<file path="src/logic/bco_pkg.sv">
// Purpose: shared constants and types for the switchgear object controller
// Assumes: 125 MHz system clock, all settings held in 20 ms ticks
// Notes:   register offsets are byte addresses on the plain register port
package bco_pkg;
    // clock and tick timing
    localparam int CLK_KHZ       = 125000;
    localparam int TICK_MS       = 20;
    localparam int TICK_CYCLES   = TICK_MS * CLK_KHZ;

    // default times in milliseconds, and the same in ticks
    localparam int TRAVERSE_MS   = 200;
    localparam int CLOSE_MAX_MS  = 200;
    localparam int OPEN_MAX_MS   = 200;
    localparam int TERMINATE_MS  = 10000;
    localparam int FINAL_TRIP_MS = 200;
    localparam logic [15:0] TRAVERSE_TICKS   = 16'(TRAVERSE_MS / TICK_MS);
    localparam logic [15:0] CLOSE_MAX_TICKS  = 16'(CLOSE_MAX_MS / TICK_MS);
    localparam logic [15:0] OPEN_MAX_TICKS   = 16'(OPEN_MAX_MS / TICK_MS);
    localparam logic [15:0] TERMINATE_TICKS  = 16'(TERMINATE_MS / TICK_MS);
    localparam logic [15:0] FINAL_TRIP_TICKS = 16'(FINAL_TRIP_MS / TICK_MS);

    // register byte offsets
    localparam logic [7:0] ADDR_CONFIG     = 8'h00;
    localparam logic [7:0] ADDR_TRAVERSE   = 8'h04;
    localparam logic [7:0] ADDR_CLOSE_MAX  = 8'h08;
    localparam logic [7:0] ADDR_OPEN_MAX   = 8'h0C;
    localparam logic [7:0] ADDR_TERMINATE  = 8'h10;
    localparam logic [7:0] ADDR_FINAL_TRIP = 8'h14;
    localparam logic [7:0] ADDR_CLEAR      = 8'h18;
    localparam logic [7:0] ADDR_STATUS     = 8'h1C;
    localparam logic [7:0] ADDR_OPEN_OK    = 8'h20;
    localparam logic [7:0] ADDR_CLOSE_OK   = 8'h24;
    localparam logic [7:0] ADDR_OPEN_FAIL  = 8'h28;
    localparam logic [7:0] ADDR_CLOSE_FAIL = 8'h2C;

    // config register field positions
    localparam int CFG_TYPE_LSB  = 0;
    localparam int CFG_SYNC_BIT  = 2;
    localparam int CFG_READY_LSB = 3;
    localparam int CFG_LEVEL_LSB = 5;

    typedef enum logic [1:0] {
        OBJ_WITHDRAW = 2'h0,
        OBJ_BREAKER  = 2'h1,
        OBJ_DISC_MC  = 2'h2,
        OBJ_EARTH    = 2'h3
    } bco_obj_t;

    localparam logic [1:0] RDY_OFF  = 2'h0;
    localparam logic [1:0] RDY_HIGH = 2'h1;
    localparam logic [1:0] RDY_LOW  = 2'h2;

    // access levels: user, operator, configurator, super user
    localparam logic [1:0] LVL_CONFIG = 2'h2;

    localparam logic [1:0] BRK_INTER  = 2'h0;
    localparam logic [1:0] BRK_OPEN   = 2'h1;
    localparam logic [1:0] BRK_CLOSED = 2'h2;
    localparam logic [1:0] BRK_BAD    = 2'h3;

    localparam logic [2:0] CART_INTER  = 3'h0;
    localparam logic [2:0] CART_OUT    = 3'h1;
    localparam logic [2:0] CART_IN     = 3'h2;
    localparam logic [2:0] CART_BAD    = 3'h3;
    localparam logic [2:0] CART_UNUSED = 3'h4;

    // breaker type, no synchrocheck, no ready check, configurator level
    localparam logic [7:0] CFG_RESET = 8'h41;

    typedef enum logic [2:0] {
        PH_IDLE  = 3'b001,
        PH_OPEN  = 3'b010,
        PH_CLOSE = 3'b100
    } bco_phase_t;

    // digital input bundle, all asynchronous to clk
    typedef struct packed {
        logic open_st;
        logic close_st;
        logic cart_racked_in_input;
        logic cart_pulled_out_input;
        logic ready;
        logic sync_ok;
        logic local_open;
        logic local_close;
        logic remote_open;
        logic remote_close;
        logic block_open;
        logic block_close;
        logic earth_closed;
    } bco_pins_t;
endpackage

</file>
<file path="src/logic/bco_object_ctrl.sv">
// Purpose: control and monitoring of one switchgear object
// Assumes: settings in 20 ms ticks, one request handled at a time
// Notes:   requests are taken on rising edges of the merged command sources
`timescale 1ns/10ps
module bco_object_ctrl #(
    parameter int TICK_CYCLES = bco_pkg::TICK_CYCLES
) (
    // clock and reset
    input  wire logic              clk,
    input  wire logic              rst,
    // register port
    input  wire logic [7:0]        addr,
    input  wire logic [31:0]       wdata,
    input  wire logic              wr,
    input  wire logic              rd,
    output logic      [31:0]       rdata,
    // digital inputs from the object and operator
    input  wire bco_pkg::bco_pins_t pins,
    // application and panel commands, same clock
    input  wire logic              app_open,
    input  wire logic              app_close,
    input  wire logic              panel_single_line_control_open,
    input  wire logic              panel_single_line_control_close,
    input  wire logic [1:0]        panel_level,
    input  wire logic              reclose_pending,
    // relays and status
    output logic                   open_relay,
    output logic                   close_relay,
    output logic                   final_trip,
    output logic                   timeout_event,
    output logic      [1:0]        breaker_status,
    output logic      [2:0]        cart_status
);
    localparam int TW = $clog2(TICK_CYCLES + 1);

    typedef struct packed {
        bco_pkg::bco_phase_t phase;
        logic [TW-1:0]       tick_cnt;
        logic                tick;
        logic [7:0]          cfg;
        logic [15:0]         trav_set;
        logic [15:0]         close_set;
        logic [15:0]         open_set;
        logic [15:0]         term_set;
        logic [15:0]         ft_set;
        logic                clr;
        logic [31:0]         ok_open;
        logic [31:0]         ok_close;
        logic [31:0]         fail_open;
        logic [31:0]         fail_close;
        logic [15:0]         trav_cnt;
        logic [15:0]         pulse_cnt;
        logic [15:0]         term_cnt;
        logic [15:0]         ft_cnt;
        logic                open_req_d;
        logic                close_req_d;
        logic                open_relay;
        logic                close_relay;
        logic                final_trip;
        logic                timeout_event;
        logic [1:0]          brk;
        logic [2:0]          cart;
        logic [31:0]         rdata;
    } bco_st_t;

    localparam bco_st_t ST_RESET = '{
        phase:     bco_pkg::PH_IDLE,
        cfg:       bco_pkg::CFG_RESET,
        trav_set:  bco_pkg::TRAVERSE_TICKS,
        close_set: bco_pkg::CLOSE_MAX_TICKS,
        open_set:  bco_pkg::OPEN_MAX_TICKS,
        term_set:  bco_pkg::TERMINATE_TICKS,
        ft_set:    bco_pkg::FINAL_TRIP_TICKS,
        default:   '0
    };

    bco_st_t            s;
    bco_st_t            next_s;
    logic [12:0]        pf_vec;
    bco_pkg::bco_pins_t pf;

    bco_sync #(
        .W($bits(bco_pkg::bco_pins_t))
    ) u_sync (
        .clk  (clk),
        .rst  (rst),
        .din  (pins),
        .dout (pf_vec)
    );
    assign pf = bco_pkg::bco_pins_t'(pf_vec);

    // saturating increment keeps counters pinned at the top rather than wrapping
    function automatic logic [31:0] sat_inc(input logic [31:0] v);
        sat_inc = (v == 32'hFFFFFFFF) ? v : v + 32'h00000001;
    endfunction

    function automatic logic [31:0] read_mux(input logic [7:0] a, input bco_st_t st);
        case (a)
            bco_pkg::ADDR_CONFIG:     read_mux = {24'h000000, st.cfg};
            bco_pkg::ADDR_TRAVERSE:   read_mux = {16'h0000, st.trav_set};
            bco_pkg::ADDR_CLOSE_MAX:  read_mux = {16'h0000, st.close_set};
            bco_pkg::ADDR_OPEN_MAX:   read_mux = {16'h0000, st.open_set};
            bco_pkg::ADDR_TERMINATE:  read_mux = {16'h0000, st.term_set};
            bco_pkg::ADDR_FINAL_TRIP: read_mux = {16'h0000, st.ft_set};
            bco_pkg::ADDR_CLEAR:      read_mux = {31'h00000000, st.clr};
            bco_pkg::ADDR_STATUS:     read_mux = {16'h0000, pf_vec[12:8], st.cart, st.brk,
                                                  st.final_trip, st.close_relay, st.open_relay, st.phase};
            bco_pkg::ADDR_OPEN_OK:    read_mux = st.ok_open;
            bco_pkg::ADDR_CLOSE_OK:   read_mux = st.ok_close;
            bco_pkg::ADDR_OPEN_FAIL:  read_mux = st.fail_open;
            bco_pkg::ADDR_CLOSE_FAIL: read_mux = st.fail_close;
            default:                  read_mux = 32'h00000000;
        endcase
    endfunction

    bco_pkg::bco_obj_t obj_type;
    logic              brk_type;
    logic              is_open;
    logic              is_closed;
    logic              ready_ok;
    logic              close_ok;
    logic              lvl_ok;
    logic              open_req;
    logic              close_req;
    logic              open_rise;
    logic              close_rise;
    logic              inc_ok_open;
    logic              inc_ok_close;
    logic              rej_open;
    logic              rej_close;

    always_comb begin
        obj_type  = bco_pkg::bco_obj_t'(s.cfg[bco_pkg::CFG_TYPE_LSB +: 2]);
        brk_type  = (obj_type == bco_pkg::OBJ_WITHDRAW) || (obj_type == bco_pkg::OBJ_BREAKER);
        is_open   = pf.open_st & ~pf.close_st;
        is_closed = pf.close_st & ~pf.open_st;
        case (s.cfg[bco_pkg::CFG_READY_LSB +: 2])
            bco_pkg::RDY_HIGH: ready_ok = pf.ready;
            bco_pkg::RDY_LOW:  ready_ok = ~pf.ready;
            default:           ready_ok = 1'b1;
        endcase
        // ready, sync and earth interlock only guard breaker types
        close_ok = ~pf.block_close
                   & ~(brk_type & pf.earth_closed)
                   & (~brk_type | ready_ok)
                   & (~brk_type | ~s.cfg[bco_pkg::CFG_SYNC_BIT] | pf.sync_ok);
        lvl_ok    = panel_level >= s.cfg[bco_pkg::CFG_LEVEL_LSB +: 2];
        open_req  = pf.local_open | pf.remote_open | app_open
                    | (panel_single_line_control_open & lvl_ok);
        close_req = pf.local_close | pf.remote_close | app_close
                    | (panel_single_line_control_close & lvl_ok);
        open_rise  = open_req & ~s.open_req_d;
        close_rise = close_req & ~s.close_req_d;
    end

    always_comb begin
        next_s = s;
        next_s.timeout_event = 1'b0;
        next_s.rdata = 32'h00000000;
        next_s.open_req_d = open_req;
        next_s.close_req_d = close_req;
        inc_ok_open = 1'b0;
        inc_ok_close = 1'b0;
        rej_open = 1'b0;
        rej_close = 1'b0;

        // system tick
        next_s.tick = 1'b0;
        if (s.tick_cnt == TW'(TICK_CYCLES - 1)) begin
            next_s.tick_cnt = '0;
            next_s.tick = 1'b1;
        end else begin
            next_s.tick_cnt = s.tick_cnt + 1'b1;
        end

        // breaker position with traverse delay before bad or intermediate
        if (is_open | is_closed) begin
            next_s.trav_cnt = 16'h0000;
            next_s.brk = is_open ? bco_pkg::BRK_OPEN : bco_pkg::BRK_CLOSED;
        end else if (s.trav_cnt >= s.trav_set) begin
            next_s.brk = pf.open_st ? bco_pkg::BRK_BAD : bco_pkg::BRK_INTER;
        end else if (s.tick) begin
            next_s.trav_cnt = s.trav_cnt + 1'b1;
        end

        // cart position only for withdrawable objects
        if (obj_type != bco_pkg::OBJ_WITHDRAW) begin
            next_s.cart = bco_pkg::CART_UNUSED;
        end else begin
            case ({pf.cart_racked_in_input, pf.cart_pulled_out_input})
                2'b10:   next_s.cart = bco_pkg::CART_IN;
                2'b01:   next_s.cart = bco_pkg::CART_OUT;
                2'b11:   next_s.cart = bco_pkg::CART_BAD;
                default: next_s.cart = bco_pkg::CART_INTER;
            endcase
        end

        // final trip length
        if (s.final_trip && s.ft_set != 16'h0000) begin
            if (s.ft_cnt >= s.ft_set) begin
                next_s.final_trip = 1'b0;
            end else if (s.tick) begin
                next_s.ft_cnt = s.ft_cnt + 1'b1;
            end
        end

        case (s.phase)
            bco_pkg::PH_IDLE: begin
                // an earth switch takes no command at all
                if (obj_type != bco_pkg::OBJ_EARTH && open_rise) begin
                    if (pf.block_open) begin
                        rej_open = 1'b1;
                    end else begin
                        next_s.phase = bco_pkg::PH_OPEN;
                        next_s.open_relay = 1'b1;
                        next_s.pulse_cnt = 16'h0000;
                        next_s.term_cnt = 16'h0000;
                    end
                end else if (obj_type != bco_pkg::OBJ_EARTH && close_rise) begin
                    if (!close_ok) begin
                        rej_close = 1'b1;
                    end else begin
                        next_s.phase = bco_pkg::PH_CLOSE;
                        next_s.close_relay = 1'b1;
                        next_s.pulse_cnt = 16'h0000;
                        next_s.term_cnt = 16'h0000;
                    end
                end
            end
            bco_pkg::PH_OPEN: begin
                if (is_open) begin
                    next_s.open_relay = 1'b0;
                    next_s.phase = bco_pkg::PH_IDLE;
                    inc_ok_open = 1'b1;
                    if (!reclose_pending) begin
                        next_s.final_trip = 1'b1;
                        next_s.ft_cnt = 16'h0000;
                    end
                end else if (s.term_cnt >= s.term_set) begin
                    next_s.open_relay = 1'b0;
                    next_s.phase = bco_pkg::PH_IDLE;
                    next_s.timeout_event = 1'b1;
                    rej_open = 1'b1;
                end else begin
                    if (s.pulse_cnt >= s.open_set) begin
                        next_s.open_relay = 1'b0;
                    end
                    if (s.tick) begin
                        next_s.pulse_cnt = s.pulse_cnt + 1'b1;
                        next_s.term_cnt = s.term_cnt + 1'b1;
                    end
                end
            end
            bco_pkg::PH_CLOSE: begin
                if (is_closed) begin
                    next_s.close_relay = 1'b0;
                    next_s.phase = bco_pkg::PH_IDLE;
                    next_s.final_trip = 1'b0;
                    inc_ok_close = 1'b1;
                end else if (s.term_cnt >= s.term_set) begin
                    next_s.close_relay = 1'b0;
                    next_s.phase = bco_pkg::PH_IDLE;
                    next_s.timeout_event = 1'b1;
                    rej_close = 1'b1;
                end else begin
                    if (s.pulse_cnt >= s.close_set) begin
                        next_s.close_relay = 1'b0;
                    end
                    if (s.tick) begin
                        next_s.pulse_cnt = s.pulse_cnt + 1'b1;
                        next_s.term_cnt = s.term_cnt + 1'b1;
                    end
                end
            end
            default: begin
                next_s.phase = bco_pkg::PH_IDLE;
                next_s.open_relay = 1'b0;
                next_s.close_relay = 1'b0;
            end
        endcase

        // statistics; a pending clear takes the cycle and then returns itself
        if (s.clr) begin
            next_s.clr = 1'b0;
            next_s.ok_open = 32'h00000000;
            next_s.ok_close = 32'h00000000;
            next_s.fail_open = 32'h00000000;
            next_s.fail_close = 32'h00000000;
        end else begin
            if (inc_ok_open) next_s.ok_open = sat_inc(s.ok_open);
            if (inc_ok_close) next_s.ok_close = sat_inc(s.ok_close);
            if (rej_open) next_s.fail_open = sat_inc(s.fail_open);
            if (rej_close) next_s.fail_close = sat_inc(s.fail_close);
        end

        if (wr) begin
            case (addr)
                bco_pkg::ADDR_CONFIG:     next_s.cfg = wdata[7:0];
                bco_pkg::ADDR_TRAVERSE:   next_s.trav_set = wdata[15:0];
                bco_pkg::ADDR_CLOSE_MAX:  next_s.close_set = wdata[15:0];
                bco_pkg::ADDR_OPEN_MAX:   next_s.open_set = wdata[15:0];
                bco_pkg::ADDR_TERMINATE:  next_s.term_set = wdata[15:0];
                bco_pkg::ADDR_FINAL_TRIP: next_s.ft_set = wdata[15:0];
                bco_pkg::ADDR_CLEAR:      if (wdata[0]) next_s.clr = 1'b1;
                default:                  next_s.clr = next_s.clr;
            endcase
        end
        if (rd) begin
            next_s.rdata = read_mux(addr, s);
        end
    end

    always_ff @(posedge clk) begin
        if (rst) begin
            s <= ST_RESET;
        end else begin
            s <= next_s;
        end
    end

    assign rdata          = s.rdata;
    assign open_relay     = s.open_relay;
    assign close_relay    = s.close_relay;
    assign final_trip     = s.final_trip;
    assign timeout_event  = s.timeout_event;
    assign breaker_status = s.brk;
    assign cart_status    = s.cart;
endmodule

</file>
<file path="src/logic/bco_sync.sv">
// Purpose: three-stage input synchroniser with agreement filter
// Assumes: inputs are asynchronous levels
// Notes:   output changes only once the second and third stages agree
`timescale 1ns/10ps
module bco_sync #(
    parameter int W = 1
) (
    // clock and reset
    input  wire logic         clk,
    input  wire logic         rst,
    // raw levels and filtered levels
    input  wire logic [W-1:0] din,
    output logic      [W-1:0] dout
);
    typedef struct packed {
        logic [W-1:0] s1;
        logic [W-1:0] s2;
        logic [W-1:0] s3;
        logic [W-1:0] q;
    } bco_sync_st_t;

    bco_sync_st_t s;
    bco_sync_st_t next_s;

    always_comb begin
        next_s.s1 = din;
        next_s.s2 = s.s1;
        next_s.s3 = s.s2;
        // first stage feeds only the second; the filter looks at stages two and three
        next_s.q  = (s.s2 & s.s3) | (s.q & (s.s2 | s.s3));
    end

    always_ff @(posedge clk) begin
        if (rst) begin
            s <= '0;
        end else begin
            s <= next_s;
        end
    end

    assign dout = s.q;
endmodule

</file>
<file path="config.mk">
export PLATFORM = sky130hd
export DESIGN_NAME = bco_object_ctrl
export DESIGN_NICKNAME = d
export VERILOG_FILES = /design/src/logic/bco_pkg.sv /design/src/logic/bco_object_ctrl.sv /design/src/logic/bco_sync.sv
export SDC_FILE = /design/constraint.sdc
export NUM_CORES = 1
export LEC_CHECK = 0
export ABC_AREA = 1
export BUFFER_PORTS_ARGS = -buffer_cell sky130_fd_sc_hd__buf_4
export CAP_MARGIN = 0
export CORE_MARGIN = 2
export CORE_UTILIZATION = 40
export CTS_CLUSTER_DIAMETER = 200
export CTS_CLUSTER_SIZE = 8
export DETAILED_ROUTE_END_ITERATION = 10
export PLACE_DENSITY_LB_ADDON = 0.2
export SYNTH_ARGS = -nofsm -noshare
export SYNTH_HDL_FRONTEND = slang
export SYNTH_SLANG_ARGS = --single-unit
</file>
<file path="constraint.sdc">
create_clock -name clk -period 4.6 [get_ports clk]
set_input_delay 0.23 -clock clk [delete_from_list [all_inputs] [get_ports clk]]
set_output_delay 0.23 -clock clk [all_outputs]
set_load 0.01 [all_outputs]
</file>
==> flow_metrics.py, run 1 <==
metrics = {
    "finish": {
        "n_antenna_cell": 0,
        "final_cell_area_mm2": 0.02557,
        "utilization_pct": 45.35,
        "multi_input_area_mm2": 0.01239,
        "drive_gt1_share_pct": 8.175,
        "ff_latch_area_mm2": 0.008048,
        "n_fill_cell": 5875,
        "syn_to_final_growth_pct": 12.27,
        "finalNetCount": 3521,
    },
    "drt": {
        "drt_iter0_markers": 1912,
        "ant_nets": 0,
        "drt-total-wl_um": 71440,
        "dr.pass1.iters": 5,
        "drc": 0,
        "wire_per_inst_um": 17.34,
        "route.vias.total": 21442,
        "via_per_inst": 5.204,
    },
    "synthesis": {
        "ys_seq_area_share_pct": 35.33,
        "synth_cell_types": 51,
        "syn_area_mm2": 0.02278,
        "synthTopCellsByCount": "nand2_1, dfxtp_1, nor2_1",
        "synth_area_leader_cell": "dfxtp_1",
        "syn_nets": 3468,
        "yosysWarnings": 0,
        "synth_edf_count": 0,
        "synthTopCellsByArea": "dfxtp_1, nand2_1, a21oi_1",
        "yosys.area.top_type_share_pct": 35.33,
        "ys.flop_type": "dfxtp_1",
        "synth.avg_cell_area_um2": 6.884,
        "synth-seq-cells": 402,
        "synthArstFlopShare_pct": 0,
        "synth_most_common_cell": "nand2_1",
        "synthCells": 3309,
    },
    "critical_path": {
        "path_class": "register to register",
        "cp_slowest_stage_delay_ps": 680,
        "crit_fanout": 31,
        "worst_r2r_path_depth": 13,
        "ff2ff_setup_slack_ps": 1330,
        "rr_endpoint": "s[108]",
        "worstPathArrival_ps": 3810,
        "cp_slowest_cell": "nand2_1",
        "cpMostUsedCell": "nand2_1",
        "r2r_start": "s[322]",
        "worstSetupEndpointType": "register",
        "path_cells": "inv_1, ha_1, nand2_1, nand3_1, nand2_1, nand2_1, a21oi_2, nand3b_1, nand2_1, nand2_2, inv_1, nor2_1, nor2_1",
        "crit_path_start_kind": "register",
        "crit_required_ps": 5140,
    },
    "global_route": {
        "grt_pass1_wl_um": 111000,
        "grt_antenna_before_repair": 0,
        "overflow": 0,
        "grt_max_degree": 89,
        "first_global_vias": 19490,
        "grt.total_usage_pct": 23.71,
    },
    "timing": {
        "min_period_over_period_pct": 71.05,
        "tns_ps": 0,
        "finalHoldViolations": 0,
        "final.setup_skew_ps": 31.29,
        "slew_viol_final": 0,
        "finalWorstPathRequiredPeriod_ps": 3268,
        "max_freq_ghz": 0.3060,
        "finalSetupViolCount": 0,
        "whs_ps": 66.07,
        "rsz0062_at_grt": "no",
        "worst_slew_pin_slew_ps": 915.2,
        "slew_headroom_pct": 38.84,
    },
    "flow_run": {
        "cap_violations": 0,
    },
    "floorplan": {
        "rows": 87,
        "fp.coreArea_mm2": 0.05639,
        "die_w_um": 242.6,
        "die_area_mm2": 0.05887,
        "io_pins": 105,
        "initial_core_util_pct": 40.40,
        "die_h_um": 242.6,
    },
    "place": {
        "place_hpwl_um": 52730,
        "gp_congestion": 0.9390,
        "port_buffers": 88,
        "postPlaceCellArea_mm2": 0.02371,
    },
    "hold_path": {
        "holdPathStages": 4,
        "hp-start": "addr[2]",
        "hold_class": "primary input to register",
        "min_to": "s[235]",
    },
    "power": {
        "peakVddDrop_uv": 264.4,
        "p_leak_uw": 0.009618,
        "power_uw": 7854,
        "power_density_mw_per_mm2": 307.1,
    },
    "cts": {
        "cts_buffer_depth": 3,
        "insertion_delay_ps": 630,
        "cts.reportedPaths.clkPinSlew_ps": 50,
        "cts_inserted_buffers": 56,
        "cts_tree": "yes",
        "h-tree-depth": 2,
        "cts_sinks": 402,
        "post_cts_buffers": 0,
        "cts-root-buf": "clkbuf_16",
    },
    "outcome": {
        "status": "finished clean",
    },
}
==> power by group <==
| group | total [uW] | switching, uW | internal, uW |
|---|---|---|---|
| Clock | 3690 | 1530 | 2160 |
| Combinational | 586 | 411 | 175 |
| Sequential | 3580 | 47.9 | 3530 |
| Total | 7850 | 1990 | 5870 |
==> layer usage <==
| layer | vias up | routed length, um | GRT usage, % |
|---|---|---|---|
| li1 | 10859 | - | - |
| met1 | 9838 | 34780 | 34.65 |
| met5 | - | 0 | 0 |
| met2 | 614 | 29980 | 35.48 |
| met4 | 0 | 2248 | 8.210 |
| met3 | 131 | 4429 | 3.372 |
==> cells by family after synthesis <==
group	after synthesis	share of synthesized area (%)
flip-flops	402	35.33
buffers and inverters	556	10.31
adder cells (fa/ha/maj)	95	5.218
XOR/XNOR	141	5.422
AND/OR/NAND/NOR	1551	29.96
AO/OA/AOI/OAI	564	13.76
==> state kept, by name (all words and copies together) (netlist names), 2 cells and up <==
register	count
s	307
rdata	32
u_sync.next_s	26
u_sync.dout	13
u_sync.s	13
cart_status	3
breaker_status	2
obj_type	2
==> placed cells by master, fill, tap and decap left out, types with 3 or more instances in the layout <==
| master | instances |
|---|---|
| ha_1 | 95 |
| a31oi_1 | 9 |
| nand3b_1 | 8 |
| inv_2 | 17 |
| a21oi_1 | 292 |
| nor3_1 | 95 |
| a221oi_1 | 12 |
| nor2_1 | 389 |
| nand3_1 | 204 |
| o211ai_1 | 14 |
| inv_1 | 384 |
| xnor2_1 | 20 |
| a21oi_2 | 21 |
| xor2_1 | 121 |
| nor3_4 | 3 |
| o22ai_1 | 65 |
| clkbuf_16 | 57 |
| a211oi_1 | 7 |
| nor3b_1 | 14 |
| o21ai_0 | 130 |
| nor3_2 | 9 |
| o21a_1 | 3 |
| nand2_1 | 706 |
| buf_4 | 107 |
| clkinv_1 | 4 |
| nor2_2 | 12 |
| dfxtp_1 | 402 |
| nand2_2 | 10 |
| nand4_1 | 54 |
| dlygate4sd3_1 | 38 |
| nor4_1 | 7 |
| nand3_2 | 24 |
==> repair_timing <==
item / CTS / global route
gates resized for setup: 0 / 0
hold buffers: 38 / 0
endpoints found under the hold margin: 104 / 0
==> metrics by stage <==
stage                     cells  worst slack (ps)
final                      4120              1332
after global routing       4120             990.0
after CTS                  4120              1325
after detailed placement   4022              1367
after global placement     4022              1382
after floorplan            3309              2673
==> how the worst max path moves through the flow <==
stage | start | end | slack (ps) | cells after the start
3_3_place_gp | s[322] | s[108] | 1380 | 13
4_1_cts | s[322] | s[108] | 1320 | 13
5_1_grt | s[259] | s[107] | 990 | 16
3_5_place_dp | s[322] | s[108] | 1370 | 13
6_report | s[322] | s[108] | 1330 | 13
2_1_floorplan | s[59] | s[61] | 2670 | 14
==> cell type report <==
class	count	area share [%]
timing repair buffer	145	4.629
tap	756	3.699
inverter	406	5.964
clock buffer	57	5.578
multi-input combinational	2351	48.44
clock inverter	3	0.2153
sequential	402	31.47
==> worst max-delay path: cells and delay by family (launching register included) <==
family | cells | cell delay (ps)
buffers and inverters | 2 | 400
flip-flops | 1 | 300
AND/OR/NAND/NOR | 9 | 1980
adder cells (fa/ha/maj) | 1 | 290
AO/OA/AOI/OAI | 1 | 210
Note: power is estimated with default switching activity, not from simulation.
==> run 2, diff against run 1 <==
==> constraint.sdc (replaced) <==
create_clock -name clk -period 2.76 [get_ports clk]
set_input_delay 0.138 -clock clk [delete_from_list [all_inputs] [get_ports clk]]
set_output_delay 0.138 -clock clk [all_outputs]
set_load 0.01 [all_outputs]
==> flow_metrics.py, run 2 (synthesized netlist as in run 1, its figures left out) <==
metrics = {
    "cts": {
        "cts_inserted_buffers": 56,
        "post_cts_buffers": 0,
        "cts-root-buf": "clkbuf_16",
        "cts.reportedPaths.clkPinSlew_ps": 50,
        "h-tree-depth": 2,
        "cts_tree": "yes",
        "cts_sinks": 402,
        "cts_buffer_depth": 3,
        "insertion_delay_ps": 620,
    },
    "timing": {
        "finalSetupViolCount": 0,
        "slew_viol_final": 0,
        "worst_slew_pin_slew_ps": 729.0,
        "max_freq_ghz": 0.4089,
        "rsz0062_at_grt": "no",
        "finalHoldViolations": 0,
        "slew_headroom_pct": 51.02,
        "min_period_over_period_pct": 88.62,
        "finalWorstPathRequiredPeriod_ps": 2446,
        "setup_ws_ps": 314.2,
        "tns_ps": 0,
        "final.setup_skew_ps": 50.85,
    },
    "power": {
        "peakVddDrop_uv": 465.2,
        "p_leak_uw": 0.009773,
        "power_density_mw_per_mm2": 506.1,
    },
    "finish": {
        "final_common_cell": "nand2_1",
        "top_register": "s",
        "drive_gt1_share_pct": 9.043,
        "n_antenna_cell": 0,
        "final_cell_mix": "nand2_1, dfxtp_1, nor2_1",
        "finalNetCount": 3553,
        "syn_to_final_growth_pct": 13.42,
        "utilization_pct": 45.82,
        "largest_register_ff_count": 307,
    },
    "drt": {
        "ant_nets": 0,
        "drt-total-wl_um": 72110,
        "drc": 0,
        "drt_iter0_markers": 1833,
        "wire_per_inst_um": 17.37,
        "dr.pass1.iters": 9,
        "route.vias.total": 21411,
        "via_per_inst": 5.158,
    },
    "place": {
        "place_hpwl_um": 54040,
        "place_ws_ps": 440.9,
        "port_buffers": 88,
        "gp_congestion": 0.9390,
    },
    "critical_path": {
        "crit_path_start_kind": "register",
        "crit_start": "s[259]",
        "path_cells": "inv_1, ha_1, nand2_1, nor2_1, nand2_1, nand2_1, nor2_1, nand2_1, nand2_1, nand2_2, nand2_1, nand2_1, buf_4, nand3_1, a21oi_1",
        "cpMostUsedCell": "nand2_1",
        "crit_fanout": 32,
        "path_class": "register to register",
        "worst_r2r_path_depth": 15,
        "path_delay_family": "simple AND/OR/NAND/NOR gates",
        "cp_slowest_stage_delay_ps": 390,
        "cp.buffers_inverters": 2,
        "cp_slowest_cell": "buf_4",
        "cp-endpoint": "s[125]",
        "r2r_start": "s[259]",
        "crit_required_ps": 3260,
        "worstSetupEndpointType": "register",
        "worstPathArrival_ps": 2950,
        "rr_endpoint": "s[125]",
        "cp.depth": 15,
        "ff2ff_setup_slack_ps": 310,
    },
    "floorplan": {
        "io_pins": 105,
        "die_area_mm2": 0.05887,
        "initial_core_util_pct": 40.40,
        "die_h_um": 242.6,
        "rows": 87,
        "fp.coreArea_mm2": 0.05639,
        "die_w_um": 242.6,
    },
    "global_route": {
        "grt_pass1_wl_um": 113300,
        "grt_max_degree": 115,
        "overflow": 0,
        "grt_antenna_before_repair": 1,
        "grt.total_usage_pct": 24.26,
        "first_global_vias": 20024,
    },
    "hold_path": {
        "hold_class": "primary input to register",
    },
    "flow_run": {
        "cap_violations": 0,
    },
    "outcome": {
        "status": "finished clean",
    },
}
[run 2: how the worst min path moves through the flow]
stage	endpoint	slack (ps)	startpoint	cells past startpoint
global route	s[235]	100	addr[5]	5
global placement	u_sync.next_s[29]	340	pins[3]	3
CTS	s[349]	40	app_open	6
detailed placement	u_sync.next_s[29]	350	pins[3]	3
floorplan	u_sync.next_s[26]	240	pins[0]	2
finish	rdata[22]	70	rd	3
[run 2: layout make-up]
| cell class | instances | area (um2) |
|---|---|---|
| Clock inverter | 3 | 55.05 |
| Tap cell | 756 | 945.9 |
| Timing Repair Buffer | 177 | 1471 |
| Clock buffer | 56 | 1401 |
| Fill cell | 5987 | 30550 |
| Inverter | 406 | 1525 |
| Sequential cell | 402 | 8048 |
| Multi-Input combinational cell | 2351 | 12390 |
[run 2: per-layer routing]
layer,routed length [um],track usage [%],part of all wire (%),vias up
li1,-,-,-,10924
met1,34600,34.99,48,9790
met2,30350,36.75,42,581
met3,4912,4.180,6.8,116
met4,2241,7.506,3.1,0
met5,0,0,0,-
[run 2: repair_timing]
action / 4_1_cts / 5_1_grt
endpoints found under the setup margin: 0 / 0
resized for setup: 0 / 0
hold buffers: 37 / 0
hold endpoints to repair: 108 / 0
[run 2: worst reg2reg max path: stages (launching register included)]
cell and delay (ps):
dfxtp_1 300, inv_1 90, ha_1 310, nand2_1 70
nor2_1 130, nand2_1 70, nand2_1 50, nor2_1 30
nand2_1 50, nand2_1 70, nand2_2 140, nand2_1 90
nand2_1 230, buf_4 390, nand3_1 130, a21oi_1 190
[run 2: metrics by stage]
step	std cells	hold WS, ps	total power [uW]	area (um2)
after CTS	4151	40.87	13220	25830
after detailed placement	4055	346.3	7058	24010
final	4151	69.28	13070	25830
after global placement	4055	340.1	7054	24010
after global routing	4151	103.1	13550	25830
after floorplan	3309	245.0	6721	22780
[run 2: power by group]
part           switching (uW)  total (uW)  internal [uW]
Clock                    2550        6090           3540
Sequential               80.8        5960           5880
Combinational             687        1020            331
Total                    3320       13100           9760
